<file path="src/core/osl_cfg.svh">
/*
 Register offsets, bit positions and response codes of the output line
 source selector. Assumes AXI4-Lite with 32-bit data and byte addresses.
*/
`ifndef OSL_CFG_SVH
`define OSL_CFG_SVH

// register byte offsets, one aligned word each
`define OSL_OFF_CTRL     8'h00
`define OSL_OFF_SRC_GP   8'h04
`define OSL_OFF_SRC_SP   8'h08
`define OSL_OFF_LVL_SEL  8'h0C
`define OSL_OFF_LVL_ONE  8'h10
`define OSL_OFF_LVL_ALL  8'h14
`define OSL_OFF_SEQ_SEL  8'h18
`define OSL_OFF_SEQ_ONE  8'h1C
`define OSL_OFF_SEQ_ALL  8'h20
`define OSL_OFF_SET_SEL  8'h24
`define OSL_OFF_STATUS   8'h28

// bit positions in the combined level words
`define OSL_BIT_GP       0
`define OSL_BIT_SP       12

// control word fields
`define OSL_CTRL_OUT     0
`define OSL_CTRL_INV_GP  1
`define OSL_CTRL_INV_SP  2

// status word: lsb of the active set index
`define OSL_STAT_SET_LSB 8

// reset values and bus answers
`define OSL_RST_LEVEL    2'h0
`define OSL_RESP_OKAY    2'h0
`define OSL_RESP_SLVERR  2'h2

`endif

</file>
<file path="src/core/osl_pkg.sv">
/*
 Types of the output line source selector.
 Assumes nothing beyond a SystemVerilog compiler.
*/
package osl_pkg;

	// source choices for one output line
	typedef enum logic [2:0] {
		SRC_ACQ_WAIT   = 3'h0,
		SRC_FRAME_WAIT = 3'h1,
		SRC_EXPOSURE   = 3'h2,
		SRC_FRAME_CYC  = 3'h3,
		SRC_USER       = 3'h4,
		SRC_SYNC_USER  = 3'h5
	} osl_source_e;

endpackage : osl_pkg

</file>
<file path="src/core/osl_set_mem.sv">
/*
 Small memory holding the sequenced levels of every sequencer set.
 Assumes one clock and an active-low asynchronous reset.
*/
`timescale 1ns/100ps
`default_nettype none

module osl_set_mem #(
	parameter int DEPTH = 16,
	parameter int WIDTH = 2
) (
	// clock and reset
	input  wire logic                     sys_clk,
	input  wire logic                     reset_n,
	// write port, per-bit enables
	input  wire logic [WIDTH-1:0]         wrEn,
	input  wire logic [$clog2(DEPTH)-1:0] wrAddr,
	input  wire logic [WIDTH-1:0]         wrData,
	// read port, data one cycle later
	input  wire logic                     rdEn,
	input  wire logic [$clog2(DEPTH)-1:0] rdAddr,
	output logic      [WIDTH-1:0]         rdData
);

	logic [WIDTH-1:0] store [DEPTH];
	logic [WIDTH-1:0] merged;

	// a single set would leave the address ports without any bits
	if (DEPTH < 2 || WIDTH < 1)
	begin : g_bad_param
		$error("osl_set_mem: DEPTH must be at least 2 and WIDTH at least 1");
	end

	// a same-cycle write is folded in so a load never sees stale levels
	assign merged = (store[wrAddr] & ~wrEn) | (wrData & wrEn);

	// storage, cleared at reset so every set starts low
	always_ff @(posedge sys_clk or negedge reset_n)
	begin
		if (!reset_n)
		begin
			for (int i = 0; i < DEPTH; i++)
			begin
				store[i] <= '0;
			end
		end
		else if (|wrEn)
		begin
			store[wrAddr] <= merged;
		end
	end

	// registered read
	always_ff @(posedge sys_clk or negedge reset_n)
	begin
		if (!reset_n)
		begin
			rdData <= '0;
		end
		else if (rdEn)
		begin
			rdData <= (|wrEn && rdAddr == wrAddr) ? merged : store[rdAddr];
		end
	end

endmodule : osl_set_mem

`default_nettype wire

</file>
<file path="src/core/osl_top.sv">
/*
 Output line source selector: one general-purpose pin and one spare
 bit of the video link, each with its own source, static and sequenced
 user levels and inversion, behind an AXI4-Lite slave.
 Assumes camera status inputs and the sequencer advance are synchronous
 to sys_clk; the pin's input path and pad live elsewhere.
*/
// Local design decisions: register access over AXI4-Lite and the address map.
`timescale 1ns/100ps
`default_nettype none

`include "osl_cfg.svh"

module osl_top #(
	parameter int NUM_SETS = 16,
	parameter int ADDR_W   = 8
) (
	// clock and reset
	input  wire logic                        sys_clk,
	input  wire logic                        reset_n,
	// axi4-lite write address
	input  wire logic [ADDR_W-1:0]           s_axi_awaddr,
	input  wire logic                        s_axi_awvalid,
	output logic                             s_axi_awready,
	// axi4-lite write data
	input  wire logic [31:0]                 s_axi_wdata,
	input  wire logic [3:0]                  s_axi_wstrb,
	input  wire logic                        s_axi_wvalid,
	output logic                             s_axi_wready,
	// axi4-lite write response
	output logic      [1:0]                  s_axi_bresp,
	output logic                             s_axi_bvalid,
	input  wire logic                        s_axi_bready,
	// axi4-lite read address
	input  wire logic [ADDR_W-1:0]           s_axi_araddr,
	input  wire logic                        s_axi_arvalid,
	output logic                             s_axi_arready,
	// axi4-lite read data
	output logic      [31:0]                 s_axi_rdata,
	output logic      [1:0]                  s_axi_rresp,
	output logic                             s_axi_rvalid,
	input  wire logic                        s_axi_rready,
	// camera status signals
	input  wire logic                        acqTriggerWait,
	input  wire logic                        frameTriggerWait,
	input  wire logic                        exposureActive,
	input  wire logic                        frameCycle,
	// sequencer advance on frame start
	input  wire logic                        frameStartAdvance,
	input  wire logic [$clog2(NUM_SETS)-1:0] nextSetIndex,
	// output lines
	output logic                             generalPurposePin,
	output logic                             generalPurposePinEn,
	output logic                             spareLinkBit
);

	localparam int SET_W = $clog2(NUM_SETS);

	// refuse sizes the status word or the decode cannot carry
	if (NUM_SETS < 2 || NUM_SETS > 256 || ADDR_W < 8)
	begin : g_bad_param
		$error("osl_top: NUM_SETS must be 2..256 and ADDR_W at least 8");
	end

	// decode shared by the read and write paths
	function automatic logic isMapped(input logic [7:0] a);
		case ({a[7:2], 2'b00})
			`OSL_OFF_CTRL, `OSL_OFF_SRC_GP, `OSL_OFF_SRC_SP, `OSL_OFF_LVL_SEL,
			`OSL_OFF_LVL_ONE, `OSL_OFF_LVL_ALL, `OSL_OFF_SEQ_SEL,
			`OSL_OFF_SEQ_ONE, `OSL_OFF_SEQ_ALL, `OSL_OFF_SET_SEL,
			`OSL_OFF_STATUS: isMapped = 1'b1;
			default: isMapped = 1'b0;
		endcase
	endfunction : isMapped

	// level a line shows before inversion, for either line
	function automatic logic pickSource(
		input osl_pkg::osl_source_e s,
		input logic [3:0]           cam,
		input logic                 usr,
		input logic                 seq
	);
		case (s)
			osl_pkg::SRC_ACQ_WAIT:   pickSource = cam[0];
			osl_pkg::SRC_FRAME_WAIT: pickSource = cam[1];
			osl_pkg::SRC_EXPOSURE:   pickSource = cam[2];
			osl_pkg::SRC_FRAME_CYC:  pickSource = cam[3];
			osl_pkg::SRC_USER:       pickSource = usr;
			osl_pkg::SRC_SYNC_USER:  pickSource = seq;
			default:                 pickSource = 1'b0;
		endcase
	endfunction : pickSource

	// bus slave state
	logic                 awReady_reg;
	logic                 awHeld_reg;
	logic [7:0]           awAddr_reg;
	logic                 wReady_reg;
	logic                 wHeld_reg;
	logic [31:0]          wData_reg;
	logic [3:0]           wStrb_reg;
	logic                 bValid_reg;
	logic [1:0]           bResp_reg;
	logic                 arReady_reg;
	logic                 rValid_reg;
	logic [31:0]          rData_reg;
	logic [1:0]           rResp_reg;
	logic                 wrFire;
	logic                 arFire;
	logic [7:0]           wrOff;
	logic [31:0]          rdWord;

	// line configuration and levels; index 0 general-purpose, 1 spare
	logic                 lineModeOut_reg;
	logic [1:0]           invert_reg;
	osl_pkg::osl_source_e src_reg [2];
	logic                 levelSel_reg;
	logic                 seqSel_reg;
	logic [SET_W-1:0]     editSet_reg;
	logic [1:0]           staticLevel_reg;
	logic [1:0]           seqActive_reg;
	logic [SET_W-1:0]     activeSet_reg;
	logic                 loadPending_reg;
	logic [SET_W-1:0]     pendingSet_reg;
	logic [1:0]           seqWrMask;
	logic [1:0]           seqWrData;
	logic [1:0]           memRdata;
	logic [1:0]           lineOut_reg;
	logic                 pinEn_reg;
	logic [3:0]           camSig;

	assign wrFire = awHeld_reg && wHeld_reg && !bValid_reg;
	assign arFire = s_axi_arvalid && arReady_reg;
	assign wrOff  = {awAddr_reg[7:2], 2'b00};
	assign camSig = {frameCycle, exposureActive, frameTriggerWait, acqTriggerWait};

	// write address channel; one write at a time keeps ordering trivial
	always_ff @(posedge sys_clk or negedge reset_n)
	begin
		if (!reset_n)
		begin
			awReady_reg <= 1'b0;
			awHeld_reg  <= 1'b0;
			awAddr_reg  <= 8'h00;
		end
		else if (s_axi_awvalid && awReady_reg)
		begin
			awReady_reg <= 1'b0;
			awHeld_reg  <= 1'b1;
			awAddr_reg  <= s_axi_awaddr[7:0];
		end
		else if (wrFire)
		begin
			awHeld_reg <= 1'b0;
		end
		else if (!awHeld_reg && !bValid_reg)
		begin
			awReady_reg <= 1'b1;
		end
	end

	// write data channel, taken independently of the address
	always_ff @(posedge sys_clk or negedge reset_n)
	begin
		if (!reset_n)
		begin
			wReady_reg <= 1'b0;
			wHeld_reg  <= 1'b0;
			wData_reg  <= 32'h0000_0000;
			wStrb_reg  <= 4'h0;
		end
		else if (s_axi_wvalid && wReady_reg)
		begin
			wReady_reg <= 1'b0;
			wHeld_reg  <= 1'b1;
			wData_reg  <= s_axi_wdata;
			wStrb_reg  <= s_axi_wstrb;
		end
		else if (wrFire)
		begin
			wHeld_reg <= 1'b0;
		end
		else if (!wHeld_reg && !bValid_reg)
		begin
			wReady_reg <= 1'b1;
		end
	end

	// write response, unmapped offsets answer slverr
	always_ff @(posedge sys_clk or negedge reset_n)
	begin
		if (!reset_n)
		begin
			bValid_reg <= 1'b0;
			bResp_reg  <= `OSL_RESP_OKAY;
		end
		else if (wrFire)
		begin
			bValid_reg <= 1'b1;
			bResp_reg  <= isMapped(awAddr_reg) ? `OSL_RESP_OKAY : `OSL_RESP_SLVERR;
		end
		else if (s_axi_bready)
		begin
			bValid_reg <= 1'b0;
		end
	end

	// line configuration registers
	always_ff @(posedge sys_clk or negedge reset_n)
	begin
		if (!reset_n)
		begin
			lineModeOut_reg <= 1'b0;
			invert_reg      <= 2'b00;
			src_reg[0]      <= osl_pkg::SRC_USER;
			src_reg[1]      <= osl_pkg::SRC_USER;
			levelSel_reg    <= 1'b0;
			seqSel_reg      <= 1'b0;
			editSet_reg     <= '0;
		end
		else if (wrFire && wStrb_reg[0])
		begin
			case (wrOff)
				`OSL_OFF_CTRL:
				begin
					lineModeOut_reg <= wData_reg[`OSL_CTRL_OUT];
					invert_reg      <= {wData_reg[`OSL_CTRL_INV_SP], wData_reg[`OSL_CTRL_INV_GP]};
				end
				`OSL_OFF_SRC_GP:  src_reg[0]   <= osl_pkg::osl_source_e'(wData_reg[2:0]);
				`OSL_OFF_SRC_SP:  src_reg[1]   <= osl_pkg::osl_source_e'(wData_reg[2:0]);
				`OSL_OFF_LVL_SEL: levelSel_reg <= wData_reg[0];
				`OSL_OFF_SEQ_SEL: seqSel_reg   <= wData_reg[0];
				`OSL_OFF_SET_SEL: editSet_reg  <= wData_reg[SET_W-1:0];
				default: ;
			endcase
		end
	end

	// static levels, touched only by the bus, never by the sequencer
	always_ff @(posedge sys_clk or negedge reset_n)
	begin
		if (!reset_n)
		begin
			staticLevel_reg <= `OSL_RST_LEVEL;
		end
		else if (wrFire && wrOff == `OSL_OFF_LVL_ONE && wStrb_reg[0])
		begin
			staticLevel_reg[levelSel_reg] <= wData_reg[0];
		end
		else if (wrFire && wrOff == `OSL_OFF_LVL_ALL)
		begin
			// other bits of the word are dropped
			if (wStrb_reg[0])
			begin
				staticLevel_reg[0] <= wData_reg[`OSL_BIT_GP];
			end
			if (wStrb_reg[1])
			begin
				staticLevel_reg[1] <= wData_reg[`OSL_BIT_SP];
			end
		end
	end

	// sequenced level writes go to the set being edited
	always_comb
	begin
		seqWrMask = 2'b00;
		seqWrData = 2'b00;
		if (wrFire && wrOff == `OSL_OFF_SEQ_ONE && wStrb_reg[0])
		begin
			seqWrMask[seqSel_reg] = 1'b1;
			seqWrData[seqSel_reg] = wData_reg[0];
		end
		else if (wrFire && wrOff == `OSL_OFF_SEQ_ALL)
		begin
			seqWrMask = {wStrb_reg[1], wStrb_reg[0]};
			seqWrData = {wData_reg[`OSL_BIT_SP], wData_reg[`OSL_BIT_GP]};
		end
	end

	// one word of levels per sequencer set
	osl_set_mem #(
		.DEPTH (NUM_SETS),
		.WIDTH (2)
	) u_set_mem (
		.sys_clk (sys_clk),
		.reset_n (reset_n),
		.wrEn    (seqWrMask),
		.wrAddr  (editSet_reg),
		.wrData  (seqWrData),
		.rdEn    (frameStartAdvance),
		.rdAddr  (nextSetIndex),
		.rdData  (memRdata)
	);

	// frame start: fetch the next set, load it one cycle later
	always_ff @(posedge sys_clk or negedge reset_n)
	begin
		if (!reset_n)
		begin
			loadPending_reg <= 1'b0;
			pendingSet_reg  <= '0;
		end
		else
		begin
			loadPending_reg <= frameStartAdvance;
			if (frameStartAdvance)
			begin
				pendingSet_reg <= nextSetIndex;
			end
		end
	end

	// active set levels; a write landing during the load is merged in
	always_ff @(posedge sys_clk or negedge reset_n)
	begin
		if (!reset_n)
		begin
			seqActive_reg <= `OSL_RST_LEVEL;
			activeSet_reg <= '0;
		end
		else if (loadPending_reg)
		begin
			activeSet_reg <= pendingSet_reg;
			seqActive_reg <= (editSet_reg == pendingSet_reg) ?
				((memRdata & ~seqWrMask) | (seqWrData & seqWrMask)) : memRdata;
		end
		else if (editSet_reg == activeSet_reg)
		begin
			seqActive_reg <= (seqActive_reg & ~seqWrMask) | (seqWrData & seqWrMask);
		end
	end

	// per line: pick the source, then invert after the level
	for (genvar i = 0; i < 2; i++)
	begin : g_line
		always_ff @(posedge sys_clk or negedge reset_n)
		begin
			if (!reset_n)
			begin
				lineOut_reg[i] <= 1'b0;
			end
			else
			begin
				lineOut_reg[i] <= pickSource(src_reg[i], camSig, staticLevel_reg[i],
					seqActive_reg[i]) ^ invert_reg[i];
			end
		end
	end

	// pin drives only in output mode; the spare bit has no enable
	always_ff @(posedge sys_clk or negedge reset_n)
	begin
		if (!reset_n)
		begin
			pinEn_reg <= 1'b0;
		end
		else
		begin
			pinEn_reg <= lineModeOut_reg;
		end
	end

	// read mux on the live address so data are ready at the fire edge
	always_comb
	begin
		rdWord = 32'h0000_0000;
		case ({s_axi_araddr[7:2], 2'b00})
			`OSL_OFF_CTRL:
			begin
				rdWord[`OSL_CTRL_OUT]    = lineModeOut_reg;
				rdWord[`OSL_CTRL_INV_GP] = invert_reg[0];
				rdWord[`OSL_CTRL_INV_SP] = invert_reg[1];
			end
			`OSL_OFF_SRC_GP:  rdWord[2:0] = src_reg[0];
			`OSL_OFF_SRC_SP:  rdWord[2:0] = src_reg[1];
			`OSL_OFF_LVL_SEL: rdWord[0]   = levelSel_reg;
			`OSL_OFF_LVL_ONE: rdWord[0]   = staticLevel_reg[levelSel_reg];
			`OSL_OFF_LVL_ALL:
			begin
				rdWord[`OSL_BIT_GP] = staticLevel_reg[0];
				rdWord[`OSL_BIT_SP] = staticLevel_reg[1];
			end
			`OSL_OFF_SEQ_SEL: rdWord[0]   = seqSel_reg;
			`OSL_OFF_SEQ_ONE: rdWord[0]   = seqActive_reg[seqSel_reg];
			`OSL_OFF_SEQ_ALL:
			begin
				rdWord[`OSL_BIT_GP] = seqActive_reg[0];
				rdWord[`OSL_BIT_SP] = seqActive_reg[1];
			end
			`OSL_OFF_SET_SEL: rdWord[SET_W-1:0] = editSet_reg;
			`OSL_OFF_STATUS:
			begin
				rdWord[1:0] = lineOut_reg;
				rdWord[`OSL_STAT_SET_LSB +: SET_W] = activeSet_reg;
			end
			default: ;
		endcase
	end

	// read channel, one outstanding read
	always_ff @(posedge sys_clk or negedge reset_n)
	begin
		if (!reset_n)
		begin
			arReady_reg <= 1'b0;
			rValid_reg  <= 1'b0;
			rData_reg   <= 32'h0000_0000;
			rResp_reg   <= `OSL_RESP_OKAY;
		end
		else if (arFire)
		begin
			arReady_reg <= 1'b0;
			rValid_reg  <= 1'b1;
			rData_reg   <= rdWord;
			rResp_reg   <= isMapped(s_axi_araddr[7:0]) ? `OSL_RESP_OKAY : `OSL_RESP_SLVERR;
		end
		else if (rValid_reg && s_axi_rready)
		begin
			rValid_reg <= 1'b0;
		end
		else if (!rValid_reg)
		begin
			arReady_reg <= 1'b1;
		end
	end

	// outputs straight from flops
	assign s_axi_awready       = awReady_reg;
	assign s_axi_wready        = wReady_reg;
	assign s_axi_bvalid        = bValid_reg;
	assign s_axi_bresp         = bResp_reg;
	assign s_axi_arready       = arReady_reg;
	assign s_axi_rvalid        = rValid_reg;
	assign s_axi_rdata         = rData_reg;
	assign s_axi_rresp         = rResp_reg;
	assign generalPurposePin   = lineOut_reg[0];
	assign generalPurposePinEn = pinEn_reg;
	assign spareLinkBit        = lineOut_reg[1];
endmodule : osl_top

`default_nettype wire

</file>
<file path="config.mk">
export PLATFORM = sky130hd
export DESIGN_NAME = osl_top
export DESIGN_NICKNAME = d
export VERILOG_FILES = /design/src/core/osl_pkg.sv /design/src/core/osl_set_mem.sv /design/src/core/osl_top.sv
export VERILOG_INCLUDE_DIRS = /design/src /design/src/core
export SDC_FILE = /design/constraint.sdc
export NUM_CORES = 1
export LEC_CHECK = 0
export ABC_CLOCK_PERIOD_IN_PS = 3100
export BUFFER_PORTS_ARGS = -buffer_cell sky130_fd_sc_hd__buf_2
export CAP_MARGIN = 5
export CORE_UTILIZATION = 55
export CTS_BUF_LIST = sky130_fd_sc_hd__clkbuf_8
export CTS_CLUSTER_SIZE = 40
export DETAILED_ROUTE_END_ITERATION = 7
export GPL_TIMING_DRIVEN = 1
export PLACE_DENSITY_LB_ADDON = 0.08
export SYNTH_ARGS = -nofsm -noshare
export SYNTH_HDL_FRONTEND = slang
export SYNTH_HIERARCHICAL = 1
export SYNTH_SLANG_ARGS = --single-unit
</file>
<file path="constraint.sdc">
create_clock -name sys_clk -period 3.1 [get_ports sys_clk]
set_clock_uncertainty 0.15 [all_clocks]
set_input_delay 0 -clock sys_clk [delete_from_list [all_inputs] [get_ports sys_clk]]
set_output_delay 0 -clock sys_clk [all_outputs]
set_load 0.005 [all_outputs]
</file>
# After elaboration in Yosys (flattened, before gate mapping)
# Cells that the tools add are included.
[totals] ff_bits=108 word_cells=214 out_inout_bits=44 input_bits=68
[op_classes] n_mux=60 eq_ne=37 n_bitwise=13 n_reduce_logical=51 order_cmp=7
[op_table] op="== test 6 x 3 -> 1 bit, second input constant" count=8
[op_table] op="== test 6 x 4 -> 1 bit, second input constant" count=6
[op_table] op="two-way mux 2 bit" count=17
[op_table] op="bitwise mux 32 bit" count=1
[op_table] op="two-way mux 1 bit" count=29
[op_table] op="== test 6 x 2 -> 1 bit, second input constant" count=4
[op_table] op="AND reduction 2 bit" count=11
[op_table] op="OR reduction 11 bit" count=2
[op_table] op="nonzero test 2 bit" count=10
[op_table] op="logical AND 1 bit" count=19
[op_table] op="binary-select mux 2 bit (select 4 bit)" count=2
[op_table] op="== test 3 x 2 -> 1 bit, second input constant" count=4
[op_table] op="== test 3 bit, second input constant" count=4
[op_table] op="== test 4 bit" count=3
[op_table] op="== test 6 x 1 -> 1 bit, second input constant" count=2
[op_table] op="logical NOT 6 bit" count=2
[op_table] op="one-hot mux 1 bit (6 select lines)" count=2
[op_table] op="one-hot mux 1 bit (11 select lines)" count=1
[op_table] op="AND 2 bit" count=5
[op_table] op=">= comparator 5 bit, second input constant" count=2
[op_table] op="inverter 4 -> 5 bit" count=2
[op_table] op="demux 2 bit (select 4 bit)" count=1
[op_table] op="logical NOT 8 bit" count=1
[op_table] op="== test 3 x 1 -> 1 bit, second input constant" count=2
[op_table] op="17 further kinds" count=28

# Longest topological paths before layout
[logic_depth] ltp_word=10 ltp_mapped=9 mapped_depth_nobuf=8

# By module
# Netlist, hierarchy kept.
[by_module_without_submodules] module="osl_top" area_each_um2=3184.3 cells_per_inst=287 instances=1
[by_module_without_submodules] module="osl_set_mem" area_each_um2=2044.5 cells_per_inst=170 instances=1

# Worst setup path after synthesis
# No wires, ideal clock.
[synth_timing] path_kind="register to register" start="reg awAddr_reg[7]" end="reg u_set_mem/store[28] (netlist bit)" t_required_ps=2825 slack_ps=526 arrival_ps=2299 n_path_buf=0 path_stages_with_launch=8 cell_sequence="dfrtp_1 nor4b_2 nand3_1 a21oi_1 nor2_1 or3b_1 nor3_1 mux2_2"
[synth_via] elab_cells_between_ends=15 cone_classes="2 x eq/ne; 5 x mux; 4 x bitwise; 4 x reduce/logical"
[synth_rtl] element="from (decl)" line="osl_top.sv:97" source="logic [7:0] awAddr_reg;"
[synth_rtl] element="from (signal assigned)" line="osl_top.sv:150" source="awAddr_reg <= s_axi_awaddr[7:0];"
[synth_rtl] element="== test 6 x 4 -> 1 bit or == test 6 x 3 -> 1 bit (tied branches)"
[synth_rtl] element="logical AND 1 bit (no source line)"
[synth_rtl] element="two-way mux 2 bit or logical AND 1 bit (tied branches)" line="osl_top.sv:274, osl_top.sv:269"
[synth_rtl] element="two-way mux 2 bit (*)" line="osl_top.sv:269" source="if (wrFire && wrOff == `OSL_OFF_SEQ_ONE && wStrb_reg[0])"
[synth_rtl] element="named net seqWrMask[1]" line="osl_top.sv:125" source="logic [1:0] seqWrMask;"
[synth_rtl] element="OR reduction 2 bit (*)" line="osl_set_mem.sv:47" source="else if (|wrEn)"
[synth_rtl] element="to (signal, indexed assignment)" line="osl_set_mem.sv:49" source="store[wrAddr] <= merged;"
[synth_rtl] element="to (decl)" line="osl_set_mem.sv:25" source="logic [WIDTH-1:0] store [DEPTH];"
# Mark *: on every way through the listed nets, which the timed path passes. The rest lies on a longest branch.
# A chain may end at the register's enable or synchronous reset.

# Final worst setup path
[layout_timing] start="in s_axi_araddr[5]" end="reg rData_reg[0] (netlist: s_axi_rdata[0])"
[layout_via] elab_chain_len=2 elab_cells_between_ends=12 cone_classes="10 x eq/ne; 1 x mux; 1 x reduce/logical"
[layout_rtl] element="from (decl)" line="osl_top.sv:35" source="input wire logic [ADDR_W-1:0] s_axi_araddr,"
[layout_rtl] element="== test 6 x 4 -> 1 bit (tied with other cells)" line="osl_top.sv:368" source="case ({s_axi_araddr[7:2], 2'b00})"
[layout_rtl] element="one-hot mux 1 bit (11 select lines) (*)" line="osl_top.sv:368"
[layout_rtl] element="to (signal assigned)" line="osl_top.sv:415" source="rData_reg <= rdWord;"
[layout_rtl] element="to (decl)" line="osl_top.sv:106" source="logic [31:0] rData_reg;"
# Every way passes the cells marked *; elsewhere a longest branch is shown, timed or not.

==> flow_metrics.py <==
metrics = {
    "critical_path": {
        "reg2reg_to": "u_set_mem/store[29]",
        "crit_path_frequent_cell": "dlygate4sd3_1",
        "end_kind": "flop",
        "cp.required_ns": 3.25,
        "crit_path_top_delay_cell": "dlygate4sd3_1",
        "cp.arrival_ns": 3.05,
        "crit_path_max_incr_delay_ns": 0.64,
        "critPathTopFamily": "buffers and inverters",
        "crit_path_start_kind": "input port",
        "r2r_cells": 7,
        "critPathKind": "input port to flop",
        "critical_path.cell_chain": "dlygate4sd3_1 -> buf_2 -> nor3_1 -> dlygate4sd3_1 -> o21ai_0 -> dlygate4sd3_1 -> a31oi_1 -> dlygate4sd3_1",
        "r2r_setup_slack_ns": 0.24,
        "timing.rr.start": "awAddr_reg[7]",
        "cp_num_buf_inv": 5,
        "cp_max_fo": 3,
    },
    "synthesis": {
        "yosys-top-cells-count": "94 x dfrtp_1, 66 x mux2_2, 36 x nand2_1",
        "yosys.area.top_type_share_pct": 45.0,
        "synth_top_area_cell": "dfrtp_1",
        "synthTopCellsByArea": "dfrtp_1 45%, mux2_2 14%, mux2i_1 5.9%",
        "synth_flop_cell": "dfrtp_1",
        "synth_cell_types": 53,
        "synth_area_mm2": 0.00523,
        "synth_seq_area_share_pct": 46.0,
        "yosysMostFrequentCell": "dfrtp_1",
        "synth_edf_count": 0,
        "yosys_warnings": 6,
        "avgSynthCellArea_um2": 11.4,
        "synth_seq_cells": 96,
        "synthArstFlopShare_pct": 100,
        "synthCells": 457,
    },
    "power": {
        "ir_worst_vdd_mv": 0.419,
        "power_density_mw_per_mm2": 635,
        "leakage_nw": 2.75,
    },
    "final_layout": {
        "multi_input_area_mm2": 0.00260,
        "drive_gt1_share_pct": 29.1,
        "largest_register": "u_set_mem/store",
        "fin_cells": 679,
        "fin_nets": 613,
        "ff_latch_area_mm2": 0.00240,
        "n_antenna_cell": 0,
        "area_delta_synth_final_pct": 16.5,
        "largest_reg_flops": 32,
        "nFillCells": 734,
    },
    "sta": {
        "final_hold_viol_count": 1,
        "setup_viol": 0,
        "fmax_mhz": 345,
        "worst_pin_slew_ns": 0.549,
        "fin_crit_ns": 2.90,
        "finalMaxSlewViolations": 0,
        "slew_headroom_pct": 63.3,
        "post-route-period-util_pct": 93.5,
        "timing.setup.tns_ns": 0,
        "whs_ns": -0.000682,
        "rsz0062_at_grt": "no",
    },
    "die": {
        "die_h_um": 99.5,
        "start_util_pct": 56.6,
        "core_mm2": 0.00924,
        "die_w_um": 99.5,
        "ios": 112,
        "rows": 35,
        "dieArea_mm2": 0.00990,
    },
    "global_routing": {
        "track_usage_pct": 25.0,
        "antenna_found_initial": 0,
        "grt_pass1_vias": 3849,
        "grt_max_degree": 41,
        "grt_pass1_wl_um": 18900,
        "gr-total-overflow": 0,
    },
    "clock_network": {
        "cts_buffers": 9,
        "clock_latency_ns": 0.36,
        "htreeDepth": 3,
        "clock_path_buffers": 2,
        "cts_sinks": 96,
        "root_buffer": "clkbuf_8",
        "clk_pin_slew_ns": 0.09,
        "cts_tree": "done",
    },
    "detailed_routing": {
        "routed-via-count": 3795,
        "wl_um": 11500,
        "detail_route.wl_per_cell_um": 16.9,
        "drc": 0,
        "postRouteAntennaNets": 0,
        "drtIter0Drc": 155,
        "viasPerCell": 5.59,
        "dr.pass1.iters": 4,
    },
    "placed_design": {
        "dpl.hpwl_um": 8160,
        "gp_congestion": 0.948,
        "place_inst": 628,
        "io_buffers": 53,
    },
    "worst_hold_path": {
        "hp-class": "input port to asynchronous set/reset pin",
    },
    "job": {
        "drv_cap": 0,
    },
    "status": {
        "status": "complete, but fails checks",
        "violations": "negative hold slack",
    },
}
[worst register-to-register path, cell delays in order, from the launching register on]
cell and delay, ns:
dfrtp_1 0.47, nor4b_4 0.37, nand4_1 0.24, a21oi_1 0.27, nor2_1 0.13, or3b_1 0.47, nor3_1 0.27, mux2_2 0.37
[routing by layer]
layer	global-route usage (%)	vias to the layer above	wire, um	part of all wire (%)
met1	33.8	1881	5330	46
met2	40.7	108	5500	48
met3	3.65	21	386	3.4
met5	0	-	0	0
li1	-	1785	-	-
met4	11.0	0	255	2.2
[area by class of cell]
cell class	instances	area share, %
clock buffers	10	2.26
flip-flops and latches	96	39.5
clock inverters	6	1.01
multi-input cells	333	42.7
well taps	129	2.65
repair buffers	96	11.3
inverters	9	0.555
[cells by family (layout without fill, tap and decap cells)]
kind of cell / count (synthesis) / in the layout / share of synthesized area [%]
DFF: 96 / 96 / 46.0
muxes: 107 / 107 / 24.7
AOI/OAI and AO/OA: 56 / 56 / 7.16
and+or+nand+nor: 131 / 131 / 13.5
other: 1 / 25 / 0.0717
buffers and inverters: 52 / 121 / 6.17
xor gates and xnor gates: 14 / 14 / 2.35
[through the flow]
step / worst slack, ns / hold WS (ns) / utilization, % / area, um2 / total power [mW]
after floorplan: 0.526 / -0.446 / - / 5320 / 2.62
after global placement: 0.278 / -0.131 / 59.9 / 5530 / 2.98
after detailed placement: 0.230 / -0.127 / 59.9 / 5530 / 3.02
after CTS: 0.197 / 0.00769 / 65.8 / 6080 / 3.88
after global routing: 0.0418 / 0.0319 / 65.9 / 6090 / 4.11
final: 0.203 / -0.000682 / 65.9 / 6090 / 3.87
[where the power goes]
part	switching, mW	internal (mW)	leakage [nW]	total [mW]
sequential	0.340	1.52	1.25	1.86
clock	0.429	0.391	0.0957	0.819
combinational	0.616	0.574	1.40	1.19
total	1.38	2.48	2.75	3.87
[timing repair]
action / in CTS / in global routing
gates resized for setup: 0 / 2
hold buffers: 35 / 0
setup endpoints to repair: 0 / 3
buffers inserted: 0 / 0
hold endpoints to repair: 92 / 0
[worst max path at each step]
stage	start	endpoint	slack, ns	depth (start not counted)
after global placement	awAddr_reg[5]	u_set_mem/store[29]	0.28	7
after floorplan	awAddr_reg[7]	u_set_mem/store[28]	0.53	7
final	s_axi_araddr[5]	s_axi_rdata[0]	0.20	8
after detailed placement	awAddr_reg[7]	u_set_mem/store[29]	0.23	7
after CTS	awAddr_reg[7]	u_set_mem/store[29]	0.20	7
after global routing	awAddr_reg[7]	u_set_mem/store[28]	0.04	7
[cells in the final DEF (no fill, tap or decap), types with 3 or more instances in the layout]
master,n
a211oi_1,3
and3_1,4
nor2b_1,7
nand4_1,8
mux4_1,4
and2_1,3
nor3_1,6
dfrtp_1,94
dlygate4sd3_1,35
a22oi_1,9
inv_1,10
nand3_1,15
or3b_1,3
mux4_2,6
o21a_1,3
a22o_1,3
conb_1,25
nand2_1,36
xnor2_1,13
o21ai_0,20
clkbuf_8,10
buf_2,52
buf_4,8
mux2_2,66
nor2_1,27
clkinvlp_4,3
mux2i_1,31
a21oi_1,6
Power figures use the tool's default switching activity.
